[src/design/prm_pkg.sv]
// Purpose: constants for pin remap and debug pin configuration
// Assumes: five debug pins, five ports of sixteen pins
// Notes: pin release masks use bit order tms, tck, tdi, tdo, trst
// Functional notes
// - each pin selectable among up to four functions
// - software picks source port for each external line
// - three-bit debug code, resets to full debug
// - 001 frees trst, 010 three, 100 all
// - async trace keeps data-out pin on debug
// - reset: serial-wire/JTAG on, trace off
// - converter trigger: line 11 or advanced timer
// - two-bit maps timers 0-2, one-bit timers 3,8
// - timer 8 selector comes from second register
// - timer 4 channel 3: pin or slow oscillator
// - released debug pins act as plain GPIO
package prm_pkg;
  localparam int PINS_PER_PORT = 16;
  localparam int NUM_PORTS = 5;
  localparam int NUM_EXT_LINES = 16;
  localparam int PORT_SEL_W = 3;
  localparam int PIN_IDX_W = 7;
  localparam int DBG_PINS = 5;
  // debug pin positions in the release masks
  localparam int DBG_TMS = 0;
  localparam int DBG_TCK = 1;
  localparam int DBG_TDI = 2;
  localparam int DBG_TDO = 3;
  localparam int DBG_TRST = 4;
  localparam int EXT_LINE_CONV = 11;
  // debug configuration codes
  localparam logic [2:0] DBG_CFG_FULL = 3'h0;
  localparam logic [2:0] DBG_CFG_NO_TRST = 3'h1;
  localparam logic [2:0] DBG_CFG_SW_ONLY = 3'h2;
  localparam logic [2:0] DBG_CFG_NONE = 3'h4;
  localparam logic [2:0] DBG_CFG_RESET = DBG_CFG_FULL;
  // pins handed to general-purpose use per code
  localparam logic [4:0] REL_FULL = 5'h00;
  localparam logic [4:0] REL_NO_TRST = 5'h10;
  localparam logic [4:0] REL_SW_ONLY = 5'h1c;
  localparam logic [4:0] REL_NONE = 5'h1f;
  // pull setting of debug-owned pins
  localparam logic [4:0] DBG_PULL_UP = 5'h15;
  localparam logic [4:0] DBG_PULL_DN = 5'h02;
  // timer map selector codes
  localparam logic [1:0] MAP_NONE = 2'h0;
  localparam logic [1:0] MAP_PART1 = 2'h1;
  localparam logic [1:0] MAP_PART2 = 2'h2;
  localparam logic [1:0] MAP_FULL = 2'h3;
  // pin indices in the flat pin vector: port * 16 + pin
  localparam logic [6:0] PIN_A0 = 7'h00;
  localparam logic [6:0] PIN_A3 = 7'h03;
  localparam logic [6:0] PIN_A6 = 7'h06;
  localparam logic [6:0] PIN_A15 = 7'h0f;
  localparam logic [6:0] PIN_B4 = 7'h14;
  localparam logic [6:0] PIN_C6 = 7'h26;
endpackage

[src/design/prm_dbg_decode.sv]
// Purpose: decode debug pin code into pin ownership
// Assumes: forbidden codes fall back to full debug ownership
// Notes: purely combinational
`timescale 1ns/100ps
module prm_dbg_decode
  import prm_pkg::*;
(
  // configuration
  input wire logic [2:0] cfg,
  input wire logic trace_on,
  // decoded ownership
  output logic [4:0] release_mask,
  output logic forbidden,
  output logic jtag_on,
  output logic swd_on
);
  logic [4:0] base;
  always_comb begin
    forbidden = 1'b0;
    jtag_on = 1'b1;
    swd_on = 1'b1;
    case (cfg)
      DBG_CFG_FULL: base = REL_FULL;
      DBG_CFG_NO_TRST: base = REL_NO_TRST;
      DBG_CFG_SW_ONLY: begin
        base = REL_SW_ONLY;
        jtag_on = 1'b0;
      end
      DBG_CFG_NONE: begin
        base = REL_NONE;
        jtag_on = 1'b0;
        swd_on = 1'b0;
      end
      default: begin
        base = REL_FULL;
        forbidden = 1'b1;
      end
    endcase
    release_mask = base;
    if (trace_on) begin
      release_mask[DBG_TDO] = 1'b0;
    end
  end
endmodule // prm_dbg_decode

[src/design/prm_pin_remap.sv]
// Purpose: alternate-function remap and debug pin configuration
// Assumes: pins and peripheral signals synchronous to sys_clk
// Notes: configuration loads on write strobes; routed outputs registered
`timescale 1ns/100ps
module prm_pin_remap
  import prm_pkg::*;
#(
  parameter int EXT_LINES = NUM_EXT_LINES
)
(
  // clock, reset, enable
  input wire logic sys_clk,
  input wire logic reset_n,
  input wire logic clk_en,
  // first remap configuration word
  input wire logic cfg0_wr,
  input wire logic [2:0] debug_pin_config_in,
  input wire logic trace_async_en_in,
  input wire logic conv0_trigger_source_select_in,
  input wire logic conv1_trigger_source_select_in,
  input wire logic [1:0] timer0_pin_map_select_in,
  input wire logic [1:0] timer1_pin_map_select_in,
  input wire logic [1:0] timer2_pin_map_select_in,
  input wire logic timer3_pin_map_select_in,
  input wire logic timer_ch3_internal_source_select_in,
  // second remap configuration word
  input wire logic cfg1_wr,
  input wire logic timer8_pin_map_select_in,
  // external line source selection
  input wire logic ext_sel_wr,
  input wire logic [EXT_LINES*PORT_SEL_W-1:0] ext_line_source_select_in,
  // pins and peripheral sources
  input wire logic [NUM_PORTS*PINS_PER_PORT-1:0] gpio_in,
  input wire logic adv_timer_trigger_out,
  input wire logic internal_slow_rc_osc,
  // routed signals
  output logic [EXT_LINES-1:0] ext_line,
  output logic conv0_trigger,
  output logic conv1_trigger,
  output logic timer1_ch0_in,
  output logic timer2_ch0_in,
  output logic timer4_ch3_in,
  // timer pin set selections
  output logic [1:0] timer0_pin_map,
  output logic [1:0] timer1_pin_map,
  output logic [1:0] timer2_pin_map,
  output logic timer3_pin_map,
  output logic timer8_pin_map,
  // debug pin ownership
  output logic [4:0] dbg_pin_release,
  output logic [4:0] dbg_pin_pull_up,
  output logic [4:0] dbg_pin_pull_dn,
  output logic debug_cfg_forbidden,
  output logic jtag_enabled,
  output logic swd_enabled,
  output logic trace_pin_owned
);
  function automatic logic pick_pin(input logic [NUM_PORTS*PINS_PER_PORT-1:0] pins,
                                    input logic [PIN_IDX_W-1:0] idx);
    pick_pin = pins[idx];
  endfunction

  // configuration registers
  logic [2:0] debug_pin_config, next_debug_pin_config;
  logic trace_on, next_trace_on;
  logic conv0_sel, next_conv0_sel, conv1_sel, next_conv1_sel;
  logic [1:0] t0_map, next_t0_map, t1_map, next_t1_map, t2_map, next_t2_map;
  logic t3_map, next_t3_map, t8_map, next_t8_map, t4_int, next_t4_int;
  logic [EXT_LINES*PORT_SEL_W-1:0] ext_sel, next_ext_sel;

  always_comb begin
    next_debug_pin_config = debug_pin_config;
    next_trace_on = trace_on;
    next_conv0_sel = conv0_sel;
    next_conv1_sel = conv1_sel;
    next_t0_map = t0_map;
    next_t1_map = t1_map;
    next_t2_map = t2_map;
    next_t3_map = t3_map;
    next_t4_int = t4_int;
    next_t8_map = t8_map;
    next_ext_sel = ext_sel;
    if (cfg0_wr) begin
      next_debug_pin_config = debug_pin_config_in;
      next_trace_on = trace_async_en_in;
      next_conv0_sel = conv0_trigger_source_select_in;
      next_conv1_sel = conv1_trigger_source_select_in;
      next_t0_map = timer0_pin_map_select_in;
      next_t1_map = timer1_pin_map_select_in;
      next_t2_map = timer2_pin_map_select_in;
      next_t3_map = timer3_pin_map_select_in;
      next_t4_int = timer_ch3_internal_source_select_in;
    end
    if (cfg1_wr) begin
      next_t8_map = timer8_pin_map_select_in;
    end
    if (ext_sel_wr) begin
      next_ext_sel = ext_line_source_select_in;
    end
  end

  always_ff @(posedge sys_clk or negedge reset_n) begin
    if (!reset_n) begin
      debug_pin_config <= DBG_CFG_RESET;
      trace_on <= 1'b0;
      conv0_sel <= 1'b0;
      conv1_sel <= 1'b0;
      t0_map <= MAP_NONE;
      t1_map <= MAP_NONE;
      t2_map <= MAP_NONE;
      t3_map <= 1'b0;
      t4_int <= 1'b0;
      t8_map <= 1'b0;
      ext_sel <= '0;
    end else if (clk_en) begin
      debug_pin_config <= next_debug_pin_config;
      trace_on <= next_trace_on;
      conv0_sel <= next_conv0_sel;
      conv1_sel <= next_conv1_sel;
      t0_map <= next_t0_map;
      t1_map <= next_t1_map;
      t2_map <= next_t2_map;
      t3_map <= next_t3_map;
      t4_int <= next_t4_int;
      t8_map <= next_t8_map;
      ext_sel <= next_ext_sel;
    end
  end

  // debug ownership decode
  logic [4:0] dec_release;
  logic dec_forbidden, dec_jtag, dec_swd;
  prm_dbg_decode u_dbg_decode (
    .cfg(debug_pin_config),
    .trace_on(trace_on),
    .release_mask(dec_release),
    .forbidden(dec_forbidden),
    .jtag_on(dec_jtag),
    .swd_on(dec_swd)
  );

  // routing, computed from the current register values
  logic [EXT_LINES-1:0] next_ext_line;
  logic next_conv0_trigger, next_conv1_trigger;
  logic next_timer1_ch0_in, next_timer2_ch0_in, next_timer4_ch3_in;
  logic [4:0] next_pull_up, next_pull_dn;
  logic [PORT_SEL_W-1:0] port_sel;
  always_comb begin
    port_sel = '0;
    // line i from pin i of chosen port
    for (int i = 0; i < EXT_LINES; i++) begin
      port_sel = ext_sel[i*PORT_SEL_W +: PORT_SEL_W];
      if (port_sel < PORT_SEL_W'(NUM_PORTS)) begin
        next_ext_line[i] = pick_pin(gpio_in, PIN_IDX_W'(32'(port_sel) * PINS_PER_PORT + i));
      end else begin
        next_ext_line[i] = 1'b0;
      end
    end
    next_conv0_trigger = conv0_sel ? adv_timer_trigger_out : next_ext_line[EXT_LINE_CONV];
    next_conv1_trigger = conv1_sel ? adv_timer_trigger_out : next_ext_line[EXT_LINE_CONV];
    // shared channel 0 / trigger pin
    case (t1_map)
      MAP_NONE, MAP_PART2: next_timer1_ch0_in = pick_pin(gpio_in, PIN_A0);
      default: next_timer1_ch0_in = pick_pin(gpio_in, PIN_A15);
    endcase
    case (t2_map)
      MAP_NONE: next_timer2_ch0_in = pick_pin(gpio_in, PIN_A6);
      MAP_PART2: next_timer2_ch0_in = pick_pin(gpio_in, PIN_B4);
      MAP_FULL: next_timer2_ch0_in = pick_pin(gpio_in, PIN_C6);
      default: next_timer2_ch0_in = 1'b0;
    endcase
    next_timer4_ch3_in = t4_int ? internal_slow_rc_osc : pick_pin(gpio_in, PIN_A3);
    next_pull_up = DBG_PULL_UP & ~dec_release;
    next_pull_dn = DBG_PULL_DN & ~dec_release;
  end

  always_ff @(posedge sys_clk or negedge reset_n) begin
    if (!reset_n) begin
      ext_line <= '0;
      conv0_trigger <= 1'b0;
      conv1_trigger <= 1'b0;
      timer1_ch0_in <= 1'b0;
      timer2_ch0_in <= 1'b0;
      timer4_ch3_in <= 1'b0;
      timer0_pin_map <= MAP_NONE;
      timer1_pin_map <= MAP_NONE;
      timer2_pin_map <= MAP_NONE;
      timer3_pin_map <= 1'b0;
      timer8_pin_map <= 1'b0;
      dbg_pin_release <= REL_FULL;
      dbg_pin_pull_up <= DBG_PULL_UP;
      dbg_pin_pull_dn <= DBG_PULL_DN;
      debug_cfg_forbidden <= 1'b0;
      jtag_enabled <= 1'b1;
      swd_enabled <= 1'b1;
      trace_pin_owned <= 1'b0;
    end else if (clk_en) begin
      ext_line <= next_ext_line;
      conv0_trigger <= next_conv0_trigger;
      conv1_trigger <= next_conv1_trigger;
      timer1_ch0_in <= next_timer1_ch0_in;
      timer2_ch0_in <= next_timer2_ch0_in;
      timer4_ch3_in <= next_timer4_ch3_in;
      timer0_pin_map <= t0_map;
      timer1_pin_map <= t1_map;
      timer2_pin_map <= t2_map;
      timer3_pin_map <= t3_map;
      timer8_pin_map <= t8_map;
      dbg_pin_release <= dec_release;
      dbg_pin_pull_up <= next_pull_up;
      dbg_pin_pull_dn <= next_pull_dn;
      debug_cfg_forbidden <= dec_forbidden;
      jtag_enabled <= dec_jtag;
      swd_enabled <= dec_swd;
      trace_pin_owned <= trace_on;
    end
  end
endmodule // prm_pin_remap

[config.mk]
export PLATFORM = sky130hd
export DESIGN_NAME = prm_pin_remap
export DESIGN_NICKNAME = d
export VERILOG_FILES = /design/src/design/prm_pkg.sv /design/src/design/prm_dbg_decode.sv /design/src/design/prm_pin_remap.sv
export SDC_FILE = /design/constraint.sdc
export NUM_CORES = 1
export LEC_CHECK = 0
export BUFFER_PORTS_ARGS = -buffer_cell sky130_fd_sc_hd__buf_2
export CAP_MARGIN = 0
export CORE_MARGIN = 10
export CORE_UTILIZATION = 42
export CTS_CLUSTER_DIAMETER = 50
export DETAILED_ROUTE_END_ITERATION = 7
export PLACE_DENSITY = 0.71
export SYNTH_ARGS = -nofsm -noshare
export SYNTH_HDL_FRONTEND = slang
export SYNTH_HIERARCHICAL = 1
export SYNTH_SLANG_ARGS = --single-unit
[constraint.sdc]
create_clock -name sys_clk -period 2.7 [get_ports sys_clk]
set_input_delay 0.54 -clock sys_clk [delete_from_list [all_inputs] [get_ports sys_clk]]
set_output_delay 0.54 -clock sys_clk [all_outputs]
set_load 0.05 [all_outputs]
==> results.cfg, run 1 <==
[finish]
flow.area_growth_from_synthesis_pct = 28.2
nets_final = 706
layout-drive-gt1-share = 0.539
insertedDiodeCount = 0
layout_common_cells = sky130_fd_sc_hd__buf_2, sky130_fd_sc_hd__dfrtp_1, sky130_fd_sc_hd__mux2_2
final.fill_count = 1005
commonest_non_fill_non_tap_cell_in_the_layout = sky130_fd_sc_hd__buf_2

[placement]
place_worst_setup_slack_ns = 0.981
place.gp.congestion = 0.794
place.port_buffers = 192
dp_hpwl_um = 9720

[worst_hold_path]
min_path_type = input pin to async pin

[clock_network]
ctsHtreeMaxLevel = 3
clock_latency_on_the_worst_skew_pair_ns = 0.34
path_clk_slew_ns = 0.07
cts_setup_buffers = 0
cts-root-buf = sky130_fd_sc_hd__clkbuf_16
post_cts_resize_count = 0
clock-sinks = 105
tritoncts = built
cts_inserted_buffers = 9
cts.hold.buffers_added = 0
cts_buffer_depth = 2

[floorplan]
floorplan.initialDensity = 0.428
die-width_um = 128
core_area_sq_mm = 0.0114
rows = 39
top_level_ports = 199
die_h_um = 128
die_area_sq_mm = 0.0163

[critical_path]
timing_worst_setup_path_type = register to output pin
worstRegToRegCells = 3
rr_startpoint = ext_sel[33]
crit_start = dbg_pin_pull_up[0]
cp.buffers_inverters = 1
cp_num_cells = 1
cp_slowest_stage_delay_ns = 0.53
arrival_ns = 1.13
timing.reg2reg.setup_slack_ns = 1.34
cpMaxStageDelayCell = sky130_fd_sc_hd__dfstp_2
end_kind = output pin
cp_top_family = flip-flops
crit_path_max_fanout = 2
cp.required_ns = 2.16
r2r_end = conv1_trigger
worst_setup_path_start_kind = register
critical_path.cell_chain = buf_2

[sta]
timing.final.ws_setup_ns = 1.03
finalWorstPathRequiredPeriod_ns = 1.67
rsz0062_at_grt = no
fmax_achieved_ghz = 0.599
fin_worst_skew_ns = 0.00793
maxSlewViolCount = 0
timing_hold_violations_final = 0
number_of_endpoints_failing_setup_at_the_final_stage = 0
slew_at_the_pin_closest_to_its_max_slew_limit_ns = 0.642
totalNegativeSetupSlack_ns = 0
worst_slew_margin_rel = 0.571
post-route-period-util = 0.618

[synth]
ys_seq_elements = 105
yosys_warns = 6
yosysUniqueCellTypes = 29
post_synth_inst_count = 362
synth_top_flop_cell = sky130_fd_sc_hd__dfrtp_1
netlist_area_before_placement_sq_mm = 0.00487
synth_async_sr_flop_share = 1.00
synth-edff-count = 0
postSynthAreaPerCell_sq_um = 13.4
synth_sequential_area_ratio = 0.541

[drt]
wl_met3_um = 1180
detail_route.wirelength.met1_um = 5230
postRouteAntennaNets = 0
routed.top_layer = met4
detailedRoute.firstIterationViolations = 137
detail_routed_net_length_per_standard_cell_um = 17.6
detail_route.first_pass.iterations = 4
detail_route.wirelength_um = 12400
via_count = 3575
drc = 0
routed_via_density = 5.09
met2_routed_wl_um = 5880

[pwr]
power.leakage_nw = 3.06
worst_ir_drop_vdd_mv = 0.418
power.density_cell_area_mw_per_mm2 = 737

[global_routing]
grt_max_degree = 50
total_congestion_overflow_after_global_routing = 0
grt_antenna_before_repair = 0
grtUsageTotal = 0.148
number_of_global_route_vias_before_repair = 4046
grt_pass1_wl_um = 19900

[run_status]
outcome = finished, final reports clean

[flow_run]
cap_violations = 0
-- cell type report --
type / count / area [sq um] / share of cell area
multi-input cells: 236 / 2090 / 0.335
inverters: 6 / 22.5 / 0.00361
repair buffers: 197 / 1030 / 0.164
well taps: 143 / 179 / 0.0287
clock buffers: 10 / 229 / 0.0367
flip-flops and latches: 105 / 2640 / 0.422
clock inverters: 6 / 58.8 / 0.00942
-- metal layers --
| layer | vias up | global-route usage |
|---|---|---|
| li1 | 1704 | - |
| met1 | 1725 | 0.171 |
| met2 | 137 | 0.251 |
| met3 | 9 | 0.0600 |
| met4 | 0 | 0.0377 |
| met5 | - | 0 |
-- synthesized netlist by cell type, drive strengths merged, types with 2 or more instances --
| cell | count | area [sq um] |
|---|---|---|
| inv | 6 | 22.5 |
| a21oi | 4 | 20.0 |
| dfrtp | 99 | 2480 |
| o31ai | 15 | 113 |
| o21ai | 3 | 15.0 |
| nand2 | 22 | 82.6 |
| mux2i | 36 | 360 |
| nor3 | 16 | 80.1 |
| buf | 19 | 135 |
| a22oi | 2 | 15.0 |
| o32a | 15 | 150 |
| nand3b | 2 | 15.0 |
| nor3b | 15 | 113 |
| a31oi | 2 | 12.5 |
| nor2 | 8 | 30.0 |
| mux2 | 83 | 1010 |
| dfstp | 6 | 158 |
-- logic make-up (layout without fill, tap and decap cells) --
logic type / Yosys count / after routing / synth area share
AND/OR/NAND/NOR: 66 / 66 / 0.0697
AO/OA/AOI/OAI: 43 / 43 / 0.0702
flip-flops: 105 / 105 / 0.541
XOR/XNOR: 2 / 2 / 0.00360
other: 1 / 6 / 0.000770
buffers and inverters: 26 / 219 / 0.0332
multiplexers: 119 / 119 / 0.281
-- sequential cells by signal, summed over array words and instances (netlist names), 2 cells and up --
name              flops
timer1_pin_map        2
timer2_pin_map        2
dbg_pin_pull_up       3
debug_pin_config      3
t0_map                2
timer0_pin_map        2
ext_line             16
ext_sel              48
t2_map                2
t1_map                2
dbg_pin_release       5
-- how the worst max path moves through the flow --
stage	end
after floorplan	ext_sel[25]
after global placement	t0_map[0]
after detailed placement	debug_pin_config[2]
after CTS	dbg_pin_pull_dn[1]
after global routing	dbg_pin_pull_dn[1]
final	dbg_pin_pull_up[0]
-- report_power, final --
part	leakage (nW)	switching (mW)	internal, mW	total (mW)
combinational	1.68	0.762	0.506	1.27
clock	0.146	0.553	0.715	1.27
sequential	1.23	0.221	1.85	2.07
total	3.06	1.54	3.07	4.60
-- metrics by stage --
step	cell area [sq um]	hold WS, ns	total power [mW]	util	cells
after floorplan	4890	0.244	2.98	-	367
after global placement	5960	0.455	3.34	0.524	687
after detailed placement	5960	0.456	3.38	0.524	687
after CTS	6240	0.238	4.67	0.549	703
after global routing	6240	0.260	4.84	0.549	703
final	6240	0.220	4.60	0.549	703
Note: power is estimated with default switching activity, not from simulation.
==> inputs of run 2 (changes only) <==
--- a/config.mk
+++ b/config.mk
@@ -11,7 +11,7 @@
 export CORE_UTILIZATION = 42
 export CTS_CLUSTER_DIAMETER = 50
 export DETAILED_ROUTE_END_ITERATION = 7
-export PLACE_DENSITY = 0.71
+export PLACE_DENSITY = 0.74
 export SYNTH_ARGS = -nofsm -noshare
 export SYNTH_HDL_FRONTEND = slang
 export SYNTH_HIERARCHICAL = 1
==> constraint.sdc (replaced) <==
create_clock -name sys_clk -period 1.35 [get_ports sys_clk]
set_input_delay 0.27 -clock sys_clk [delete_from_list [all_inputs] [get_ports sys_clk]]
set_output_delay 0.27 -clock sys_clk [all_outputs]
set_load 0.05 [all_outputs]
==> run 2 against run 1 <==
Effect of this change:
- clock-buffer cell count is 1 lower
- global-route usage up 0.18 points
- routed wire length is 2.2% higher
- clock skew is 0.0012 ns higher
- largest cell class unchanged
==> results.cfg, run 2 (synthesized netlist as in run 1, its figures left out) <==
[critical_path]
crit_path_max_fanout = 2
timing.reg2reg.setup_slack_ns = 0.12
arrival_ns = 1.05
cp_slowest_stage_delay_ns = 0.56
cp_top_family = flip-flops
worstRegToRegCells = 3
cp_num_cells = 1
worst_setup_path_start_kind = register
end_kind = output pin
timing.critical_path.to = dbg_pin_pull_up[2]
r2r_end = ext_line[9]
rr_startpoint = ext_sel[27]
cpMaxStageDelayCell = sky130_fd_sc_hd__dfstp_2
timing_worst_setup_path_type = register to output pin
crit_start = dbg_pin_pull_up[2]
critical_path.cell_chain = buf_8
cp.required_ns = 1.08
cp.buffers_inverters = 1

[floorplan]
die-width_um = 128
floorplan.initialDensity = 0.428
die_area_sq_mm = 0.0163
die_h_um = 128
rows = 39
core_area_sq_mm = 0.0114
top_level_ports = 199

[sta]
maxSlewViolCount = 0
post-route-period-util = 0.977
number_of_endpoints_failing_setup_at_the_final_stage = 0
timing_hold_violations_final = 0
fin_worst_skew_ns = 0.00918
finalWorstPathRequiredPeriod_ns = 1.32
rsz0062_at_grt = yes
timing.final.ws_setup_ns = 0.0304
fmax_achieved_ghz = 0.758

[global_routing]
number_of_global_route_vias_before_repair = 3878
grt_max_degree = 52
globalRouteMet3Util = 0.0567
grt_pass1_wl_um = 19900
total_congestion_overflow_after_global_routing = 0
busiest_layer_in_global_routing = met2
grt_antenna_before_repair = 1
globalRouteMet1Util = 0.181
grt.met2_usage = 0.244
grtUsageTotal = 0.150

[finish]
top_register = ext_sel
reg_top3 = ext_sel: 48 flops, ext_line: 16 flops, dbg_pin_release: 5 flops
flow.area_growth_from_synthesis_pct = 31.1
largest_reg_flops = 48
nets_final = 709
layout_common_cells = sky130_fd_sc_hd__buf_2, sky130_fd_sc_hd__dfrtp_1, sky130_fd_sc_hd__mux2_2
layout_cell_area_excl_fill_sq_mm = 0.00638
layout-drive-gt1-share = 0.544
final.fill_count = 976
final_core_area_utilization = 0.561
commonest_non_fill_non_tap_cell_in_the_layout = sky130_fd_sc_hd__buf_2

[placement]
place.gp.congestion = 0.793
place_worst_setup_slack_ns = 0.0807
dp_hpwl_um = 9950
place.port_buffers = 192
postPlaceCellArea_sq_mm = 0.00602

[run_status]
outcome = finished, final reports clean

[clock_network]
cts_buffer_depth = 2
path_clk_slew_ns = 0.08
cts-root-buf = sky130_fd_sc_hd__clkbuf_16
clock_latency_on_the_worst_skew_pair_ns = 0.34
cts_setup_buffers = 0
tritoncts = built
clock-sinks = 105
cts_inserted_buffers = 9
ctsHtreeMaxLevel = 3

[worst_hold_path]
whs_path_depth = 2
min_path_type = input pin to register

[pwr]
power_mw = 9.44
worst_ir_drop_vdd_mv = 0.740
power.density_cell_area_mw_per_mm2 = 1480
power.leakage_nw = 3.11

[drt]
drc = 0
detail_route.wirelength_um = 12700
detail_route.first_pass.iterations = 5
via_count = 3596
routed_via_density = 5.09
detail_routed_net_length_per_standard_cell_um = 17.9
postRouteAntennaNets = 0
detailedRoute.firstIterationViolations = 115

[flow_run]
cap_violations = 0
run 2: cell types whose count changed in the layout (fill, tap and decap cells not counted), sizes merged:
cell         previous run  this run
buf                   197       199
inv                     6         8
clkinvlp                0         1
diode                   0         1
clkinv                  5         3
dlygate4sd3             0         1
clkbuf                 10         9
run 2: per-stage QoR:
| step | TNS, ns | instances | hold slack (ns) |
|---|---|---|---|
| 2_1_floorplan | 0 | 367 | -0.0256 |
| 4_1_cts | 0 | 706 | 0.139 |
| 3_5_place_dp | 0 | 689 | 0.125 |
| 5_1_grt | -0.00534 | 706 | 0.139 |
| 6_report | 0 | 707 | 0.151 |
| 3_3_place_gp | 0 | 689 | 0.118 |
run 2: final cells by class:
type | instances | area (sq um) | area share
antenna | 1 | 2.50 | 0.000392
clock buffer | 9 | 225 | 0.0353
clock inverter | 7 | 77.6 | 0.0122
inverter | 6 | 22.5 | 0.00353
multi-input combinational | 236 | 2100 | 0.329
sequential | 105 | 2640 | 0.413
tap | 143 | 179 | 0.0280
timing repair buffer | 200 | 1140 | 0.179
run 2: worst min path at each step:
stage,slack (ns),endpoint,startpoint
2_1_floorplan,-0.03,conv0_sel,reset_n
3_3_place_gp,0.12,t1_map[1],reset_n
3_5_place_dp,0.13,t1_map[1],reset_n
4_1_cts,0.14,ext_sel[39],ext_line_source_select_in[39]
5_1_grt,0.14,ext_sel[41],ext_line_source_select_in[41]
6_report,0.15,ext_sel[34],ext_line_source_select_in[34]
run 2: report_power, final:
group | internal, mW | switching, mW | leakage, nW
sequential | 3.70 | 0.456 | 1.23
combinational | 1.09 | 1.53 | 1.73
clock | 1.46 | 1.21 | 0.146
run 2: per-layer routing:
metal	part of all wire	up-vias	wire length (um)
met1	0.44	1730	5530
met2	0.47	139	5960
met5	0	-	0
met4	0.011	0	135
met3	0.083	15	1060
li1	-	1712	-
run 2: timing repair:
| item | 4_1_cts | 5_1_grt |
|---|---|---|
| resized for setup | 11 | 3 |
| hold buffers | 1 | 0 |
| endpoints found under the setup margin | 6 | 4 |
| endpoints found under the hold margin | 9 | 0 |
==> inputs of run 3 (changes only) <==
--- a/config.mk
+++ b/config.mk
@@ -5,13 +5,14 @@
 export SDC_FILE = /design/constraint.sdc
 export NUM_CORES = 1
 export LEC_CHECK = 0
-export BUFFER_PORTS_ARGS = -buffer_cell sky130_fd_sc_hd__buf_2
+export BUFFER_PORTS_ARGS = -buffer_cell sky130_fd_sc_hd__clkbuf_2
 export CAP_MARGIN = 0
 export CORE_MARGIN = 10
 export CORE_UTILIZATION = 42
 export CTS_CLUSTER_DIAMETER = 50
 export DETAILED_ROUTE_END_ITERATION = 7
 export PLACE_DENSITY = 0.74
+export RECOVER_POWER = 25
 export SYNTH_ARGS = -nofsm -noshare
 export SYNTH_HDL_FRONTEND = slang
 export SYNTH_HIERARCHICAL = 1
==> run 3 against run 2 <==
Effect of this change:
- total power up 3.4%
- first-iteration DRC count rose by 55%
- clock skew decreased by 0.0020 ns
- register-to-register slack about the same
- critical endpoint is now dbg_pin_pull_dn[1]
- cell count did not move
- flip-flop and latch count is the same
==> results.cfg, run 3 (synthesized netlist as in run 1, its figures left out) <==
[run_status]
outcome = finished, final reports clean

[critical_path]
timing_worst_setup_path_type = register to output pin
end_kind = output pin
critical_path.cell_chain = clkbuf_16
arrival_ns = 1.07
worst_setup_path_start_kind = register
crit_path_max_fanout = 2
cp.required_ns = 1.08
cp_slowest_stage_delay_ns = 0.56
cpMaxStageDelayCell = sky130_fd_sc_hd__dfstp_2
cp_top_family = flip-flops
cp.buffers_inverters = 1

[sta]
number_of_endpoints_failing_setup_at_the_final_stage = 0
fmax_achieved_ghz = 0.748
post-route-period-util = 0.990
worst_slew_margin_rel = 0.586
maxSlewViolCount = 0
timing.final.ws_setup_ns = 0.0133
rsz0062_at_grt = yes
totalNegativeSetupSlack_ns = 0
finalWorstPathRequiredPeriod_ns = 1.34
fin_worst_skew_ns = 0.00713
timing_hold_violations_final = 0
slew_at_the_pin_closest_to_its_max_slew_limit_ns = 0.621

[drt]
drc = 0
detail_routed_net_length_per_standard_cell_um = 18.2
detailedRoute.firstIterationViolations = 178
postRouteAntennaNets = 0
detail_route.wirelength_um = 12900
routed_via_density = 5.15
detail_route.first_pass.iterations = 6
via_count = 3640

[finish]
top_register = ext_sel
commonest_non_fill_non_tap_cell_in_the_layout = sky130_fd_sc_hd__clkbuf_2
reg_top3 = ext_sel: 48 flops, ext_line: 16 flops, dbg_pin_release: 5 flops
nets_final = 709
layout_common_cells = sky130_fd_sc_hd__clkbuf_2, sky130_fd_sc_hd__dfrtp_1, sky130_fd_sc_hd__mux2_2
layout-drive-gt1-share = 0.533
final.fill_count = 976
flow.area_growth_from_synthesis_pct = 31.5
final_core_area_utilization = 0.563
largest_reg_flops = 48
layout_cell_area_excl_fill_sq_mm = 0.00640

[clock_network]
clock-sinks = 105
cts_inserted_buffers = 9
cts_setup_buffers = 0
path_clk_slew_ns = 0.07
cts_buffer_depth = 2
cts-root-buf = sky130_fd_sc_hd__clkbuf_16
tritoncts = built
clock_latency_on_the_worst_skew_pair_ns = 0.34
ctsHtreeMaxLevel = 3

[global_routing]
grt_max_degree = 46
total_congestion_overflow_after_global_routing = 0
grt_antenna_before_repair = 1
number_of_global_route_vias_before_repair = 3889
grt_pass1_wl_um = 20400
grtUsageTotal = 0.156

[pwr]
worst_ir_drop_vdd_mv = 0.761
power.density_cell_area_mw_per_mm2 = 1530
power_mw = 9.77
power.leakage_nw = 3.15

[floorplan]
core_area_sq_mm = 0.0114
rows = 39
top_level_ports = 199
floorplan.initialDensity = 0.428
die_area_sq_mm = 0.0163
die_h_um = 128
die-width_um = 128

[worst_hold_path]
min_path_type = input pin to register

[placement]
dp_hpwl_um = 10100
place_worst_setup_slack_ns = 0.0604
place.port_buffers = 192
postPlaceCellArea_sq_mm = 0.00603
place.gp.congestion = 0.799

[flow_run]
cap_violations = 0
-- run 3: cell types whose count changed in the layout (fill, tap and decap cells not counted), moves of 2 or more --
| cell | delta |
|---|---|
| sky130_fd_sc_hd__clkbuf_2 | +188 |
| sky130_fd_sc_hd__buf_2 | -185 |
| sky130_fd_sc_hd__buf_6 | -5 |
| sky130_fd_sc_hd__mux2_1 | +4 |
| sky130_fd_sc_hd__mux2_4 | -4 |
| sky130_fd_sc_hd__buf_8 | +3 |
| sky130_fd_sc_hd__buf_12 | -2 |
| sky130_fd_sc_hd__buf_4 | -2 |
| sky130_fd_sc_hd__bufinv_16 | +2 |
| sky130_fd_sc_hd__clkbuf_8 | +2 |
| sky130_fd_sc_hd__clkinv_4 | -2 |
| sky130_fd_sc_hd__inv_6 | -2 |
-- run 3: stage by stage --
stage | hold slack [ns] | cells
floorplan | -0.0256 | 367
global placement | 0.177 | 689
detailed placement | 0.188 | 689
CTS | 0.140 | 706
global route | 0.137 | 706
finish | 0.153 | 707
-- run 3: worst paths after layout --
check,endpoint,slack (ns),startpoint,depth (start not counted)
setup reg to reg,conv0_trigger,0.12,ext_sel[33],3
min in group asynchronous,timer0_pin_map[1],0.48,reset_n,2
max in group asynchronous,dbg_pin_pull_up[2],0.19,reset_n,3
hold / removal,ext_sel[30],0.15,ext_line_source_select_in[30],2
hold reg to reg,dbg_pin_pull_up[2],0.49,dbg_pin_pull_up[2],2
setup / recovery,dbg_pin_pull_dn[1],0.01,dbg_pin_pull_dn[1],1
-- run 3: layout make-up --
type	count	area [sq um]	share of cell area
clock inverters	5	103	0.0160
inverters	6	22.5	0.00352
diodes	1	2.50	0.000391
multi-input cells	236	2080	0.325
clock buffers	11	243	0.0379
repair buffers	200	1140	0.178
well taps	143	179	0.0279
flip-flops and latches	105	2640	0.412
-- run 3: what timing repair did --
action	CTS	global route
gates resized for setup	13	5
endpoints found under the hold margin	17	0
endpoints found under the setup margin	6	7
hold buffers	1	0
cloned	0	0
-- run 3: report_power, final --
part           total [mW]  internal (mW)  switching (mW)
combinational        2.62           1.08            1.53
sequential           4.17           3.70           0.469
clock                2.98           1.86            1.12
total                9.77           6.64            3.12
-- run 3: routing by layer --
layer,part of all wire,vias to the layer above,global-route usage
met2,0.48,135,0.251
li1,-,1711,-
met5,0,-,0
met4,0.021,0,0.0642
met1,0.42,1776,0.185
met3,0.083,18,0.0542
